[src/hdl/ect_regs.svh]
`ifndef ECT_REGS_SVH
`define ECT_REGS_SVH

// ----------------------------------------------------------------
// register map (byte addresses, one 32-bit word each)
// ----------------------------------------------------------------
`define ECT_ADDR_CONFIG 8'h00
`define ECT_ADDR_PRESET 8'h04
`define ECT_ADDR_STATUS 8'h08
`define ECT_ADDR_ABSPOS 8'h0c

// ----------------------------------------------------------------
// config fields and reset values
// ----------------------------------------------------------------
`define ECT_CFG_W 5
`define ECT_CFG_TEL_HI 1
`define ECT_CFG_CL4 2
`define ECT_CFG_CCW 3
`define ECT_CFG_UNIT 4
`define ECT_CFG_RST 5'h04
`define ECT_PRESET_RST 32'h0000_0000

// telegram select codes in the config word
`define ECT_TEL_81 2'h0
`define ECT_TEL_82 2'h1
`define ECT_TEL_83 2'h2
`define ECT_TEL_84 2'h3

// input words per telegram
`define ECT_LEN_81 4'h6
`define ECT_LEN_82 4'h7
`define ECT_LEN_83 4'h8
`define ECT_LEN_84 4'ha
`define ECT_FRAME_WORDS 10

// ----------------------------------------------------------------
// sensor control word and sensor status word bits
// ----------------------------------------------------------------
`define ECT_SCW_PMODE 11
`define ECT_SCW_PTRIG 12
`define ECT_SCW_ABSREQ 13
`define ECT_SCW_PARK 14
`define ECT_SCW_ACK 15
`define ECT_SSW_ACKBUSY 11
`define ECT_SSW_PRESET 12
`define ECT_SSW_ABSREQ 13
`define ECT_SSW_PARK 14
`define ECT_SSW_ERR 15

// short velocity saturation limits
`define ECT_VS_MAX 32'sh0000_7fff
`define ECT_VS_MIN 32'shffff_8000

`endif

[src/hdl/ect_pkg.sv]
package ect_pkg;

    typedef enum logic [3:0] {
        ect_st_idle  = 4'b0001,
        ect_st_apply = 4'b0010,
        ect_st_fill  = 4'b0100,
        ect_st_send  = 4'b1000
    } ect_state_e;

    typedef struct packed {
        ect_state_e st;
        logic [15:0] ctl_two;
        logic [15:0] ctl_cur;
        logic [15:0] ctl_prev;
        logic [31:0] offset;
        logic err;
        logic err_clr;
        logic [15:0] code;
        logic [3:0] idx;
        logic tx_valid;
        logic tx_last;
        logic [4:0] cfg;
        logic [31:0] preset;
        logic [31:0] rdata;
        logic [15:0] sw2;
        logic [31:0] inc;
        logic [31:0] abs;
        logic [31:0] vel_l;
        logic [15:0] vel_s;
    } ect_core_s;

    typedef struct packed {
        logic [9:0][15:0] words;
        logic [15:0] rdata;
    } ect_mem_s;

endpackage

[src/hdl/ect_mem_if.sv]
`timescale 1ns/1ps
`default_nettype none

interface ect_mem_if;
    logic we;
    logic [3:0] waddr;
    logic [15:0] wdata;
    logic re;
    logic [3:0] raddr;
    logic [15:0] rdata;

    modport ctrl (output we, waddr, wdata, re, raddr, input rdata);
    modport mem (input we, waddr, wdata, re, raddr, output rdata);
endinterface

`default_nettype wire

[src/hdl/ect_handler.sv]
// Notes on behaviour
// - telegram 81 sends six words: status two, sensor status, incr, abs.
// - telegram 82 is telegram 81 plus short velocity in word seven.
// - telegram 83 is telegram 81 plus long velocity in words seven-eight.
// - telegram 84: status two, sensor status, wide abs, abs, long vel.
// - velocities signed two's complement, 16/32 bits, MSB first.
// - clockwise sequence gives positive velocity, counter-clockwise negative.
// - velocity unit follows normalization setting; rpm after reset.
// - class four only: bit 11 picks absolute load or relative offset.
// - class four only: preset fires on rising bit 12 outside park, not on level.
// - preset leaves incremental position untouched.
// - bit 13 set sends absolute position cyclically, else none; telegram 84 wide abs words carry it regardless of bit 13.
// - bit 14 park stops monitoring, telegram positions, errors; sign-of-life runs.
// - bit 15 clears error code only when error is clearable.
// - status bit 15 shows error present, acknowledgement needed.
// - only classes three and four; preset bits act in four only.
// - during error, abs position word carries sixteen-bit error code.
// - error holds until cause gone and bit 15 rises.
// - wide absolute position upper thirty-two bits are zero.
// - status bits 12-14 echo requests, bit 12 in class four only; bit 11 shows acknowledge busy.
`timescale 1ns/1ps
`default_nettype none
`include "ect_regs.svh"

module ect_handler (
    input wire logic clk,
    input wire logic rst,
    input wire logic ce,
    input wire logic [7:0] bus_addr,
    input wire logic [31:0] bus_wdata,
    input wire logic bus_wr,
    input wire logic bus_rd,
    output logic [31:0] bus_rdata,
    input wire logic cyc_strobe,
    input wire logic [15:0] encoder_control_word_two,
    input wire logic [15:0] sensor_control_word,
    input wire logic [15:0] encoder_status_word_two,
    input wire logic [31:0] raw_position,
    input wire logic [31:0] vel_rpm,
    input wire logic [31:0] vel_alt,
    input wire logic err_cause,
    input wire logic [15:0] err_code,
    input wire logic err_clearable,
    output logic tx_valid,
    output logic [15:0] tx_word,
    output logic tx_last
);
    ect_pkg::ect_core_s s_r;
    ect_pkg::ect_core_s s_nxt;
    ect_mem_if mif ();

    logic [1:0] tel;
    logic tel84;
    logic cl4;
    logic park;
    logic fire;
    logic ack_edge;
    logic [3:0] len;
    logic [31:0] off;
    logic signed [31:0] vel_sel;
    logic signed [31:0] vel_sgn;
    logic [15:0] stat_w;
    logic [31:0] inc_w;
    logic [31:0] wide_w;
    logic [31:0] absw;
    logic [15:0] fword;
    logic mem_we;
    logic mem_re;

    // ----------------------------------------------------------------
    // decoded control and derived values
    // ----------------------------------------------------------------
    assign tel = s_r.cfg[`ECT_CFG_TEL_HI:0];
    assign tel84 = (tel == `ECT_TEL_84);
    assign cl4 = s_r.cfg[`ECT_CFG_CL4];
    assign park = s_r.ctl_cur[`ECT_SCW_PARK];
    // preset bits only count in class four and outside park
    assign fire = cl4 && !park && s_r.ctl_cur[`ECT_SCW_PTRIG] &&
                  !s_r.ctl_prev[`ECT_SCW_PTRIG];
    assign ack_edge = s_r.ctl_cur[`ECT_SCW_ACK] &&
                      !s_r.ctl_prev[`ECT_SCW_ACK];

    always_comb begin
        case (tel)
            `ECT_TEL_81: len = `ECT_LEN_81;
            `ECT_TEL_82: len = `ECT_LEN_82;
            `ECT_TEL_83: len = `ECT_LEN_83;
            default: len = `ECT_LEN_84;
        endcase
    end

    // unit select: the sensor supplies both scalings, we pick one
    assign vel_sel = s_r.cfg[`ECT_CFG_UNIT] ? vel_alt : vel_rpm;
    assign vel_sgn = s_r.cfg[`ECT_CFG_CCW] ? -vel_sel : vel_sel;

    always_comb begin
        stat_w = 16'h0000;
        stat_w[`ECT_SSW_ACKBUSY] = s_r.ctl_cur[`ECT_SCW_ACK];
        stat_w[`ECT_SSW_PRESET] = cl4 &&
                                  s_r.ctl_cur[`ECT_SCW_PTRIG];
        stat_w[`ECT_SSW_ABSREQ] = s_r.ctl_cur[`ECT_SCW_ABSREQ];
        stat_w[`ECT_SSW_PARK] = park;
        stat_w[`ECT_SSW_ERR] = s_r.err && !park;
    end

    // park silences position words but the status words keep flowing
    assign inc_w = park ? 32'h0000_0000 : s_r.inc;
    assign wide_w = park ? 32'h0000_0000 : s_r.abs;
    always_comb begin
        if (park) begin
            absw = 32'h0000_0000;
        end else if (s_r.err) begin
            absw = {16'h0000, s_r.code};
        end else if (s_r.ctl_cur[`ECT_SCW_ABSREQ]) begin
            absw = s_r.abs;
        end else begin
            absw = 32'h0000_0000;
        end
    end

    // ----------------------------------------------------------------
    // input word layout, high word of each value first
    // ----------------------------------------------------------------
    always_comb begin
        case (s_r.idx)
            4'h0: fword = s_r.sw2;
            4'h1: fword = stat_w;
            4'h2: fword = tel84 ? 16'h0000 : inc_w[31:16];
            4'h3: fword = tel84 ? 16'h0000 : inc_w[15:0];
            4'h4: fword = tel84 ? wide_w[31:16] : absw[31:16];
            4'h5: fword = tel84 ? wide_w[15:0] : absw[15:0];
            4'h6: begin
                if (tel84) begin
                    fword = absw[31:16];
                end else if (tel == `ECT_TEL_82) begin
                    fword = s_r.vel_s;
                end else begin
                    fword = s_r.vel_l[31:16];
                end
            end
            4'h7: fword = tel84 ? absw[15:0] : s_r.vel_l[15:0];
            4'h8: fword = s_r.vel_l[31:16];
            4'h9: fword = s_r.vel_l[15:0];
            default: fword = 16'h0000;
        endcase
    end

    // ----------------------------------------------------------------
    // next state
    // ----------------------------------------------------------------
    always_comb begin
        s_nxt = s_r;
        off = s_r.offset;
        mem_we = 1'b0;
        mem_re = 1'b0;
        s_nxt.tx_valid = 1'b0;
        s_nxt.tx_last = 1'b0;
        s_nxt.rdata = 32'h0000_0000;
        if (bus_wr) begin
            case (bus_addr)
                `ECT_ADDR_CONFIG: s_nxt.cfg = bus_wdata[`ECT_CFG_W-1:0];
                `ECT_ADDR_PRESET: s_nxt.preset = bus_wdata;
                default: ;
            endcase
        end
        if (bus_rd) begin
            case (bus_addr)
                `ECT_ADDR_CONFIG: s_nxt.rdata = {27'h000_0000, s_r.cfg};
                `ECT_ADDR_PRESET: s_nxt.rdata = s_r.preset;
                `ECT_ADDR_STATUS: s_nxt.rdata = {s_r.ctl_two, stat_w};
                `ECT_ADDR_ABSPOS: s_nxt.rdata = s_r.abs;
                default: s_nxt.rdata = 32'h0000_0000;
            endcase
        end
        case (s_r.st)
            ect_pkg::ect_st_idle: begin
                if (cyc_strobe) begin
                    s_nxt.ctl_prev = s_r.ctl_cur;
                    s_nxt.ctl_cur = sensor_control_word;
                    s_nxt.ctl_two = encoder_control_word_two;
                    s_nxt.st = ect_pkg::ect_st_apply;
                end
            end
            ect_pkg::ect_st_apply: begin
                if (fire) begin
                    if (s_r.ctl_cur[`ECT_SCW_PMODE]) begin
                        off = s_r.offset + s_r.preset;
                    end else begin
                        off = s_r.preset - raw_position;
                    end
                end
                s_nxt.offset = off;
                // one snapshot per exchange keeps position, velocity and status two words coherent
                s_nxt.inc = raw_position;
                s_nxt.abs = raw_position + off;
                s_nxt.sw2 = encoder_status_word_two;
                s_nxt.vel_l = vel_sgn;
                if (vel_sgn > `ECT_VS_MAX) begin
                    s_nxt.vel_s = 16'h7fff;
                end else if (vel_sgn < `ECT_VS_MIN) begin
                    s_nxt.vel_s = 16'h8000;
                end else begin
                    s_nxt.vel_s = vel_sgn[15:0];
                end
                if (ack_edge && !err_cause && s_r.err_clr) begin
                    s_nxt.err = 1'b0;
                end
                s_nxt.idx = 4'h0;
                s_nxt.st = ect_pkg::ect_st_fill;
            end
            ect_pkg::ect_st_fill: begin
                mem_we = 1'b1;
                if (s_r.idx == len - 4'h1) begin
                    s_nxt.idx = 4'h0;
                    s_nxt.st = ect_pkg::ect_st_send;
                end else begin
                    s_nxt.idx = s_r.idx + 4'h1;
                end
            end
            ect_pkg::ect_st_send: begin
                mem_re = 1'b1;
                s_nxt.tx_valid = 1'b1;
                if (s_r.idx == len - 4'h1) begin
                    s_nxt.tx_last = 1'b1;
                    s_nxt.idx = 4'h0;
                    s_nxt.st = ect_pkg::ect_st_idle;
                end else begin
                    s_nxt.idx = s_r.idx + 4'h1;
                end
            end
            default: s_nxt.st = ect_pkg::ect_st_idle;
        endcase
        // a live cause wins over a clear in the same cycle
        if (err_cause && !park) begin
            if (!s_r.err) begin
                s_nxt.code = err_code;
                s_nxt.err_clr = err_clearable;
            end
            s_nxt.err = 1'b1;
        end
    end

    always_ff @(posedge clk or posedge rst) begin
        if (rst) begin
            s_r <= '{st: ect_pkg::ect_st_idle, cfg: `ECT_CFG_RST,
                     preset: `ECT_PRESET_RST, default: '0};
        end else if (ce) begin
            s_r <= s_nxt;
        end
    end

    // ----------------------------------------------------------------
    // frame store
    // ----------------------------------------------------------------
    assign mif.we = mem_we;
    assign mif.waddr = s_r.idx;
    assign mif.wdata = fword;
    assign mif.re = mem_re;
    assign mif.raddr = s_r.idx;

    ect_frame_mem u_mem (
        .clk(clk),
        .rst(rst),
        .ce(ce),
        .m(mif.mem)
    );

    assign bus_rdata = s_r.rdata;
    assign tx_valid = s_r.tx_valid;
    assign tx_last = s_r.tx_last;
    assign tx_word = mif.rdata;
endmodule

`default_nettype wire

[src/hdl/ect_frame_mem.sv]
`timescale 1ns/1ps
`default_nettype none
`include "ect_regs.svh"

module ect_frame_mem (
    input wire logic clk,
    input wire logic rst,
    input wire logic ce,
    ect_mem_if.mem m
);
    ect_pkg::ect_mem_s s_r;
    ect_pkg::ect_mem_s s_nxt;

    // ----------------------------------------------------------------
    // frame word store, read data registered
    // ----------------------------------------------------------------
    always_comb begin
        s_nxt = s_r;
        if (m.we && (m.waddr < 4'(`ECT_FRAME_WORDS))) begin
            s_nxt.words[m.waddr] = m.wdata;
        end
        if (m.re && (m.raddr < 4'(`ECT_FRAME_WORDS))) begin
            s_nxt.rdata = s_r.words[m.raddr];
        end
    end

    always_ff @(posedge clk or posedge rst) begin
        if (rst) begin
            s_r <= '0;
        end else if (ce) begin
            s_r <= s_nxt;
        end
    end

    assign m.rdata = s_r.rdata;
endmodule

`default_nettype wire

[config.mk]
export PLATFORM = sky130hd
export DESIGN_NAME = ect_handler
export DESIGN_NICKNAME = d
export VERILOG_FILES = /design/src/hdl/ect_pkg.sv /design/src/hdl/ect_mem_if.sv /design/src/hdl/ect_handler.sv /design/src/hdl/ect_frame_mem.sv
export VERILOG_INCLUDE_DIRS = /design/src /design/src/hdl
export SDC_FILE = /design/constraint.sdc
export NUM_CORES = 1
export LEC_CHECK = 0
export BUFFER_PORTS_ARGS = -buffer_cell sky130_fd_sc_hd__buf_2
export CAP_MARGIN = 10
export CORE_ASPECT_RATIO = 1.1
export CORE_UTILIZATION = 43
export CTS_CLUSTER_DIAMETER = 60
export DETAILED_ROUTE_END_ITERATION = 7
export GPL_ROUTABILITY_DRIVEN = 0
export SLEW_MARGIN = 20
export SYNTH_ARGS = -nofsm -noshare
export SYNTH_HDL_FRONTEND = slang
export SYNTH_SLANG_ARGS = --single-unit
[constraint.sdc]
create_clock -name clk -period 14.4 [get_ports clk]
set_clock_uncertainty 0.05 [all_clocks]
set_input_delay 0.72 -clock clk [delete_from_list [all_inputs] [get_ports clk]]
set_output_delay 0.72 -clock clk [all_outputs]
set_load 0.01 [all_outputs]
==> flow_summary_export.csv, run 1 <==
group,metric,value,unit
status,status,"completed",
floorplanning,io_pins,258,
sta,rsz0062_at_grt,"no",
global_routing,globalRouteTotalUtil,26.0,%
routing,num_vias,21600,
synth,synth_top_flop_cell,"dfrtp_1",
critical_path,path_common_cell,"o21ai_0",
cells_and_area,layout-drive-gt1-share,20.4,%
pwr,switching_share,35.5,%
pwr,p_leak,13.6,nW
sta,fmax,146,MHz
floorplanning,start_util,43.6,%
sta,period_needed,6.85,ns
pwr,power.internal,2.88,mW
pwr,comb_power_share,27.3,%
critical_path,path_buf_inv,1,
floorplanning,die_x,237,µm
synth,synth_cells,2757,
synth,ys_ff_latch,456,
global_routing,grt_pass1_vias,21100,
routing,drt_iter0_markers,1835,
routing,wl_per_cell,22.0,µm
clock_tree,htree_levels,2,
critical_path,critical_path.top_delay_family,"compound AO/OA/AOI/OAI gates",
routing,drc,0,
clock_tree,cts.path.max_buffers,3,
pwr,clkPwrFrac,30.2,%
sta,slew_violations,0,
floorplanning,fp.dieH,260,µm
critical_path,cp_slowest_stage_delay,0.45,ns
clock_tree,cts_made_buffers,52,
cells_and_area,stdcell_area,29300,µm²
global_routing,antenna_found_initial,4,
cells_and_area,syn_to_final_growth,12.3,%
synth,yosysWarnings,0,
critical_path,cp-start-kind,"input port",
synth,syn-num-nets,3039,
synth,synth_edf_count,0,
synth,synthesis.area,26100,µm²
routing,vias_per_cell,5.86,
place,port_buffers,246,
place,detailed_place_hpwl,58.5,mm
min_path,hp-class,"in -> async",
clock_tree,cts_tree,"done",
cells_and_area,num-nets-final,3154,
critical_path,critical_path.max_fanout,7,
synth,ys_types,87,
routing,firstDrtPassIters,5,
synth,synth-seq-area-share,43.7,%
clock_tree,cts-root-buf,"clkbuf_16",
critical_path,cp_slowest_cell,"a311oi_1",
clock_tree,ctsHoldBuffers,0,
floorplanning,core_area,59900,µm²
sta,max_slew_margin,26.0,%
global_routing,grt_first_pass_wirelength,124,mm
critical_path,endpoint_kind,"flip-flop",
routing,wl,81.0,mm
clock_tree,cts.sinks,456,
floorplanning,placementRows,94,
critical_path,crit_type,"in -> reg",
global_routing,grt_max_degree,132,
clock_tree,cts_setup_buffers,0,
sta,finalSetupTns,0,ns
synth,synthArstFlopShare,100,%
clock_tree,clock_latency,0.61,ns
critical_path,cp_data_arrival_time,7.24,ns
job,cap_violations,0,
floorplanning,die_area,61700,µm²
place,placed_area,27500,µm²
synth,avgSynthCellArea,9.46,µm²
routing,ant_nets,0,
critical_path,worstPathRequired,14.79,ns
clock_tree,path_clk_slew,0.06,ns
sta,finalHoldViolations,0,
clock_tree,cts_resized,0,
pwr,seqPwrFrac,42.5,%
cells_and_area,fillers,5613,
sta,fin_crit_sh,47.6,%
sta,worst_pin_slew,1.11,ns
global_routing,grt_remaining_overflow,0,
sta,setup_viol,0,
pwr,power.density,152,nW/µm²
pwr,p_switching,1.58,mW
pwr,ir_drop,0.0920,mV
through the flow:
| stage | hold WS (ns) | utilization (%) | total power, mW | cells | worst slack [ns] |
|---|---|---|---|---|---|
| 3_3_place_gp | 0.406 | 46.0 | 3.07 | 3585 | 7.20 |
| 4_1_cts | 0.227 | 48.9 | 4.47 | 3679 | 7.63 |
| 6_report | 0.246 | 49.0 | 4.46 | 3683 | 7.55 |
| 5_1_grt | 0.246 | 49.0 | 4.68 | 3682 | 7.04 |
| 3_5_place_dp | 0.414 | 46.0 | 3.12 | 3585 | 7.01 |
| 2_1_floorplan | 0.395 | - | 2.65 | 2757 | 0.921 |
synthesized netlist by cell type (6+ instances only):
| library cell | n | area share, % |
|---|---|---|
| or3_1 | 17 | 0.41 |
| mux4_2 | 32 | 2.8 |
| buf_6 | 6 | 0.26 |
| a211oi_1 | 12 | 0.35 |
| nand3b_1 | 6 | 0.17 |
| nor4_1 | 6 | 0.14 |
| a21o_1 | 76 | 2.2 |
| nand2_1 | 577 | 8.3 |
| a31oi_1 | 6 | 0.14 |
| a221o_1 | 20 | 0.77 |
| a21oi_1 | 98 | 1.9 |
| a22oi_1 | 79 | 2.3 |
| nand2b_1 | 12 | 0.29 |
| a32oi_1 | 6 | 0.20 |
| o21a_1 | 11 | 0.32 |
| o221ai_1 | 7 | 0.23 |
| a221oi_1 | 7 | 0.23 |
| and3_1 | 12 | 0.29 |
| and2_1 | 8 | 0.19 |
| buf_1 | 16 | 0.23 |
| nand3_1 | 34 | 0.65 |
| buf_4 | 48 | 1.4 |
| nor2_1 | 82 | 1.2 |
| clkbuf_1 | 152 | 2.2 |
| nor3_1 | 59 | 1.1 |
| inv_1 | 32 | 0.46 |
| dfrtp_1 | 454 | 44 |
| ha_1 | 72 | 3.5 |
| o21bai_1 | 11 | 0.32 |
| mux2i_2 | 8 | 0.42 |
| nand4_1 | 12 | 0.29 |
| nor2b_1 | 11 | 0.26 |
| o31ai_1 | 11 | 0.32 |
| o2bb2ai_1 | 6 | 0.20 |
| mux2i_1 | 57 | 2.2 |
| xnor2_1 | 75 | 2.5 |
| mux2_2 | 143 | 6.2 |
| o21ai_0 | 309 | 5.9 |
| xor2_1 | 43 | 1.4 |
| o21ai_1 | 12 | 0.23 |
| o22ai_1 | 19 | 0.46 |
path summary, 6_finish.rpt:
check	start	endpoint	slack, ns	depth (start not counted)
min in group clk	encoder_status_word_two[0]	s_r[112]	0.25	3
max in group asynchronous	rst	s_r[240]	11.82	4
hold / removal	rst	u_mem.s_r[115]	0.25	2
setup / recovery	raw_position[2]	s_r[77]	7.55	26
hold reg to reg	u_mem.m.rdata[7]	u_mem.m.rdata[7]	0.42	2
setup reg to reg	s_r[280]	s_r[77]	8.05	21
power groups by stage:
stage	registers (mW)	clock network [mW]	logic, mW
floorplan	1.75	0	0.902
global placement	1.90	0	1.18
detailed placement	1.91	0	1.21
CTS	1.89	1.37	1.21
global route	1.92	1.42	1.34
finish	1.90	1.35	1.22
flip-flops by register name, summed over array words and instances (netlist names):
name	cells
tx_valid	1
park	1
u_mem.s_r	160
s_r	240
tx_last	1
mif.raddr	4
cl4	1
u_mem.m.rdata	16
bus_rdata	32
final cells by class:
cell class | count | area (µm²) | area share [%]
Sequential cell | 456 | 11400 | 39.0
Multi-Input combinational cell | 2040 | 13500 | 46.1
Clock buffer | 75 | 1490 | 5.08
Inverter | 36 | 144 | 0.491
Tap cell | 768 | 961 | 3.28
Clock inverter | 19 | 239 | 0.815
Timing Repair Buffer | 286 | 1540 | 5.24
Antenna cell | 3 | 7.51 | 0.0256
per-layer routing:
layer  track usage (%)  vias to the layer above  part of all wire, %
li1                  -                     9997                    -
met1              34.5                    10700                   43
met2              43.3                      706                   48
met3              2.80                      165                  5.2
met4              10.9                        0                  4.0
met5                 0                        -                    0
kinds of logic after synthesis:
group | count (synthesis) | synth area share [%]
AND/OR/NAND/NOR | 868 | 14.5
AO/OA/AOI/OAI | 739 | 18.0
flip-flops | 456 | 43.7
buffers and inverters | 261 | 4.63
multiplexers | 241 | 11.6
XOR/XNOR | 118 | 3.96
adder cells (fa/ha/maj) | 74 | 3.61
cell usage in the layout (no fill, tap or decap), types with 19 or more instances in the layout:
cell type,instances
xor2_1,43
nand3_1,33
mux4_2,32
nand2_1,574
buf_4,39
xnor2_1,75
inv_1,31
ha_1,72
dfrtp_1,450
clkbuf_16,52
buf_2,246
nor3_1,58
o22ai_1,19
mux2i_1,57
a21oi_1,98
a21o_1,76
mux2_2,143
o21ai_0,309
nor2_1,82
a22oi_1,79
a221o_1,20
Note: power is estimated with default switching activity, not from simulation.
==> run 2: changes to the inputs <==
Settings changed: ABC_AREA set to 1.
Clock period 14.4 ns to 6.8 ns, I/O delays scaled along.
==> run 2 against run 1 <==
Synthesized cell count up 31%. Power rose to 2.5 times the previous value. Wire length up 22%. Sequential power up 110%. Critical path depth up 7. Critical path type unchanged. Highest routed layer is now met5.
==> flow_summary_export.csv, run 2 <==
group,metric,value,unit
critical_path,cp_slowest_cell,"dlygate4sd3_1",
cells_and_area,largest_register_ffs,240,
synth,synth-simple-area-share,20.1,%
critical_path,cp-start-kind,"input port",
critical_path,r2r-end,"s_r[70]",
cells_and_area,layout-drive-gt1-share,16.4,%
critical_path,path_common_cell,"nand2_1",
synth,syn-num-nets,3891,
global_routing,grt_pass1_vias,24400,
critical_path,rr_worst_depth,22,
clock_tree,path_clk_slew,0.06,ns
sta,setup_viol,0,
critical_path,crit_type,"in -> reg",
synth,synth_cells,3609,
routing,wl,98.5,mm
min_path,min-delay-start,"raw_position[17]",
cells_and_area,num-nets-final,4118,
clock_tree,cts_resized,0,
critical_path,cp_data_arrival_time,6.14,ns
synth,synth_xor_area_share,1.95,%
routing,num_vias,26100,
synth,synth.top_cell.area_share,40.8,%
critical_path,endpoint_kind,"flip-flop",
clock_tree,cts_tree,"done",
synth,synth_top_flop_cell,"dfrtp_1",
sta,period_needed,5.71,ns
routing,ant_nets,0,
routing,drc,0,
clock_tree,htree_levels,2,
synth,ys_top_cells_by_area,"dfrtp_1, nand2_1, o21ai_0",
min_path,hold_depth,3,
routing,vias_per_cell,5.53,
routing,wl_per_cell,20.9,µm
floorplanning,die_x,245,µm
floorplanning,core_area,63800,µm²
job,cap_violations,0,
floorplanning,fp.dieH,269,µm
sta,fin_crit_sh,83.9,%
synth,synthAdderAreaFrac,3.38,%
place,detailed_place_hpwl,72.2,mm
global_routing,grt_remaining_overflow,0,
synth,synth_edf_count,0,
synth,yosysMostFrequentCell,"nand2_1",
cells_and_area,syn_to_final_growth,15.4,%
min_path,hp-class,"in -> reg",
critical_path,critical_path.max_fanout,5,
synth,synth-seq-area-share,41.0,%
synth,ys_types,62,
clock_tree,cts-root-buf,"clkbuf_16",
synth,synthesis.area,27800,µm²
global_routing,globalRouteTotalUtil,29.5,%
clock_tree,cts_made_buffers,53,
global_routing,antenna_found_initial,6,
synth,synth_compound_area_share,17.7,%
pwr,p_leak,15.7,nW
critical_path,reg2reg_slack,1.55,ns
critical_path,r2r_start,"s_r[280]",
pwr,ir_drop,0.254,mV
synth,synth_common_cells,"nand2_1, dfrtp_1, o21ai_0",
sta,max_slew_margin,29.7,%
clock_tree,cts.sinks,456,
critical_path,worstPathRequired,7.23,ns
pwr,power.density,353,nW/µm²
floorplanning,start_util,43.6,%
floorplanning,placementRows,97,
sta,rsz0062_at_grt,"no",
floorplanning,die_area,65800,µm²
synth,avgSynthCellArea,7.72,µm²
min_path,hold_end,"s_r[97]",
cells_and_area,max_flop_register,"s_r",
critical_path,cp_slowest_stage_delay,0.53,ns
synth,synth.area.mux_share,6.79,%
clock_tree,cts.path.max_buffers,3,
synth,synth_top_family_by_area,"simple AND/OR/NAND/NOR gates",
clock_tree,clock_latency,0.62,ns
routing,drt_iter0_markers,2881,
routing,firstDrtPassIters,6,
floorplanning,io_pins,258,
global_routing,grt_max_degree,172,
sta,finalHoldViolations,0,
sta,worst_pin_slew,1.05,ns
cells_and_area,final_common_cell,"nand2_1",
sta,holdWs,0.0199,ns
status,status,"completed",
place,port_buffers,246,
sta,slew_violations,0,
global_routing,grt_first_pass_wirelength,147,mm
synth,synth_area_leader_cell,"dfrtp_1",
sta,finalSetupTns,0,ns
synth,synthArstFlopShare,100,%
synth,yosysWarnings,0,
synth,ys_ff_latch,456,
sta,fmax,175,MHz
cells_and_area,final_cell_mix,"nand2_1, dfrtp_1, o21ai_0",
[run 2: cell types whose count changed after synthesis, sizes merged, moves of 72 or more]
cell   previous run  this run
inv              35       390
nor2             84       316
nand2           577       804
a21oi            98       255
o21ai           321       449
a22oi            79         1
nand3            34       106
[run 2: worst max path at each step]
stage / start / cells past startpoint / end
4_1_cts: raw_position[0] / 36 / s_r[74]
6_report: raw_position[0] / 33 / s_r[75]
2_1_floorplan: rst / 1 / bus_rdata[0]
3_3_place_gp: raw_position[0] / 35 / s_r[74]
3_5_place_dp: raw_position[0] / 35 / s_r[74]
5_1_grt: raw_position[0] / 34 / s_r[74]
[run 2: layout make-up]
type,count,area (µm²)
fillers,6250,31700
multi-input cells,2551,14000
flip-flops and latches,456,11400
repair buffers,381,2500
clock buffers,84,1610
inverters,393,1480
well taps,841,1050
clock inverters,13,125
diodes,1,2.50
[run 2: worst max-delay path, delay by kind of cell]
| family | cells | cell delay, ns |
|---|---|---|
| and+or+nand+nor | 14 | 2.01 |
| xor gates and xnor gates | 1 | 0.27 |
| adders and majority gates | 3 | 0.90 |
| AOI/OAI and AO/OA | 11 | 1.73 |
| buffers and inverters | 4 | 0.86 |
[run 2: power by group]
group          total, mW  leakage [nW]  switching [mW]  internal [mW]
logic               4.48          9.01            3.03           1.45
registers           4.03          5.80           0.524           3.51
clock network       2.85         0.854            1.21           1.64
[run 2: cells by family (layout without fill, tap and decap cells)]
family	after synthesis	in the layout
AOI/OAI and AO/OA	896	896
xor gates and xnor gates	61	61
adders and majority gates	74	74
buffers and inverters	602	871
DFF	456	456
muxes	168	168
other	0	1
and+or+nand+nor	1352	1352
[run 2: layer usage]
| metal | wire (µm) | global-route usage [%] |
|---|---|---|
| met5 | 70 | 0 |
| met1 | 42200 | 40.1 |
| met4 | 4500 | 12.7 |
| met2 | 44800 | 47.0 |
| met3 | 6920 | 4.21 |
[run 2: repair_timing]
action | 4_1_cts | 5_1_grt
hold buffers | 89 | 0
buffers inserted | 0 | 0
endpoints found under the hold margin | 113 | 0
[run 2: metrics by stage]
stage | area [µm²] | utilization, % | cells | setup WS, ns | total power [mW]
final | 32100 | 50.4 | 4720 | 1.09 | 11.4
after global placement | 29500 | 46.2 | 4533 | 1.13 | 8.35
after global routing | 32100 | 50.4 | 4720 | 0.370 | 12.0
after detailed placement | 29500 | 46.2 | 4533 | 1.08 | 8.40
after floorplan | 27900 | - | 3609 | 0.243 | 6.87
after CTS | 32100 | 50.4 | 4719 | 1.18 | 11.3
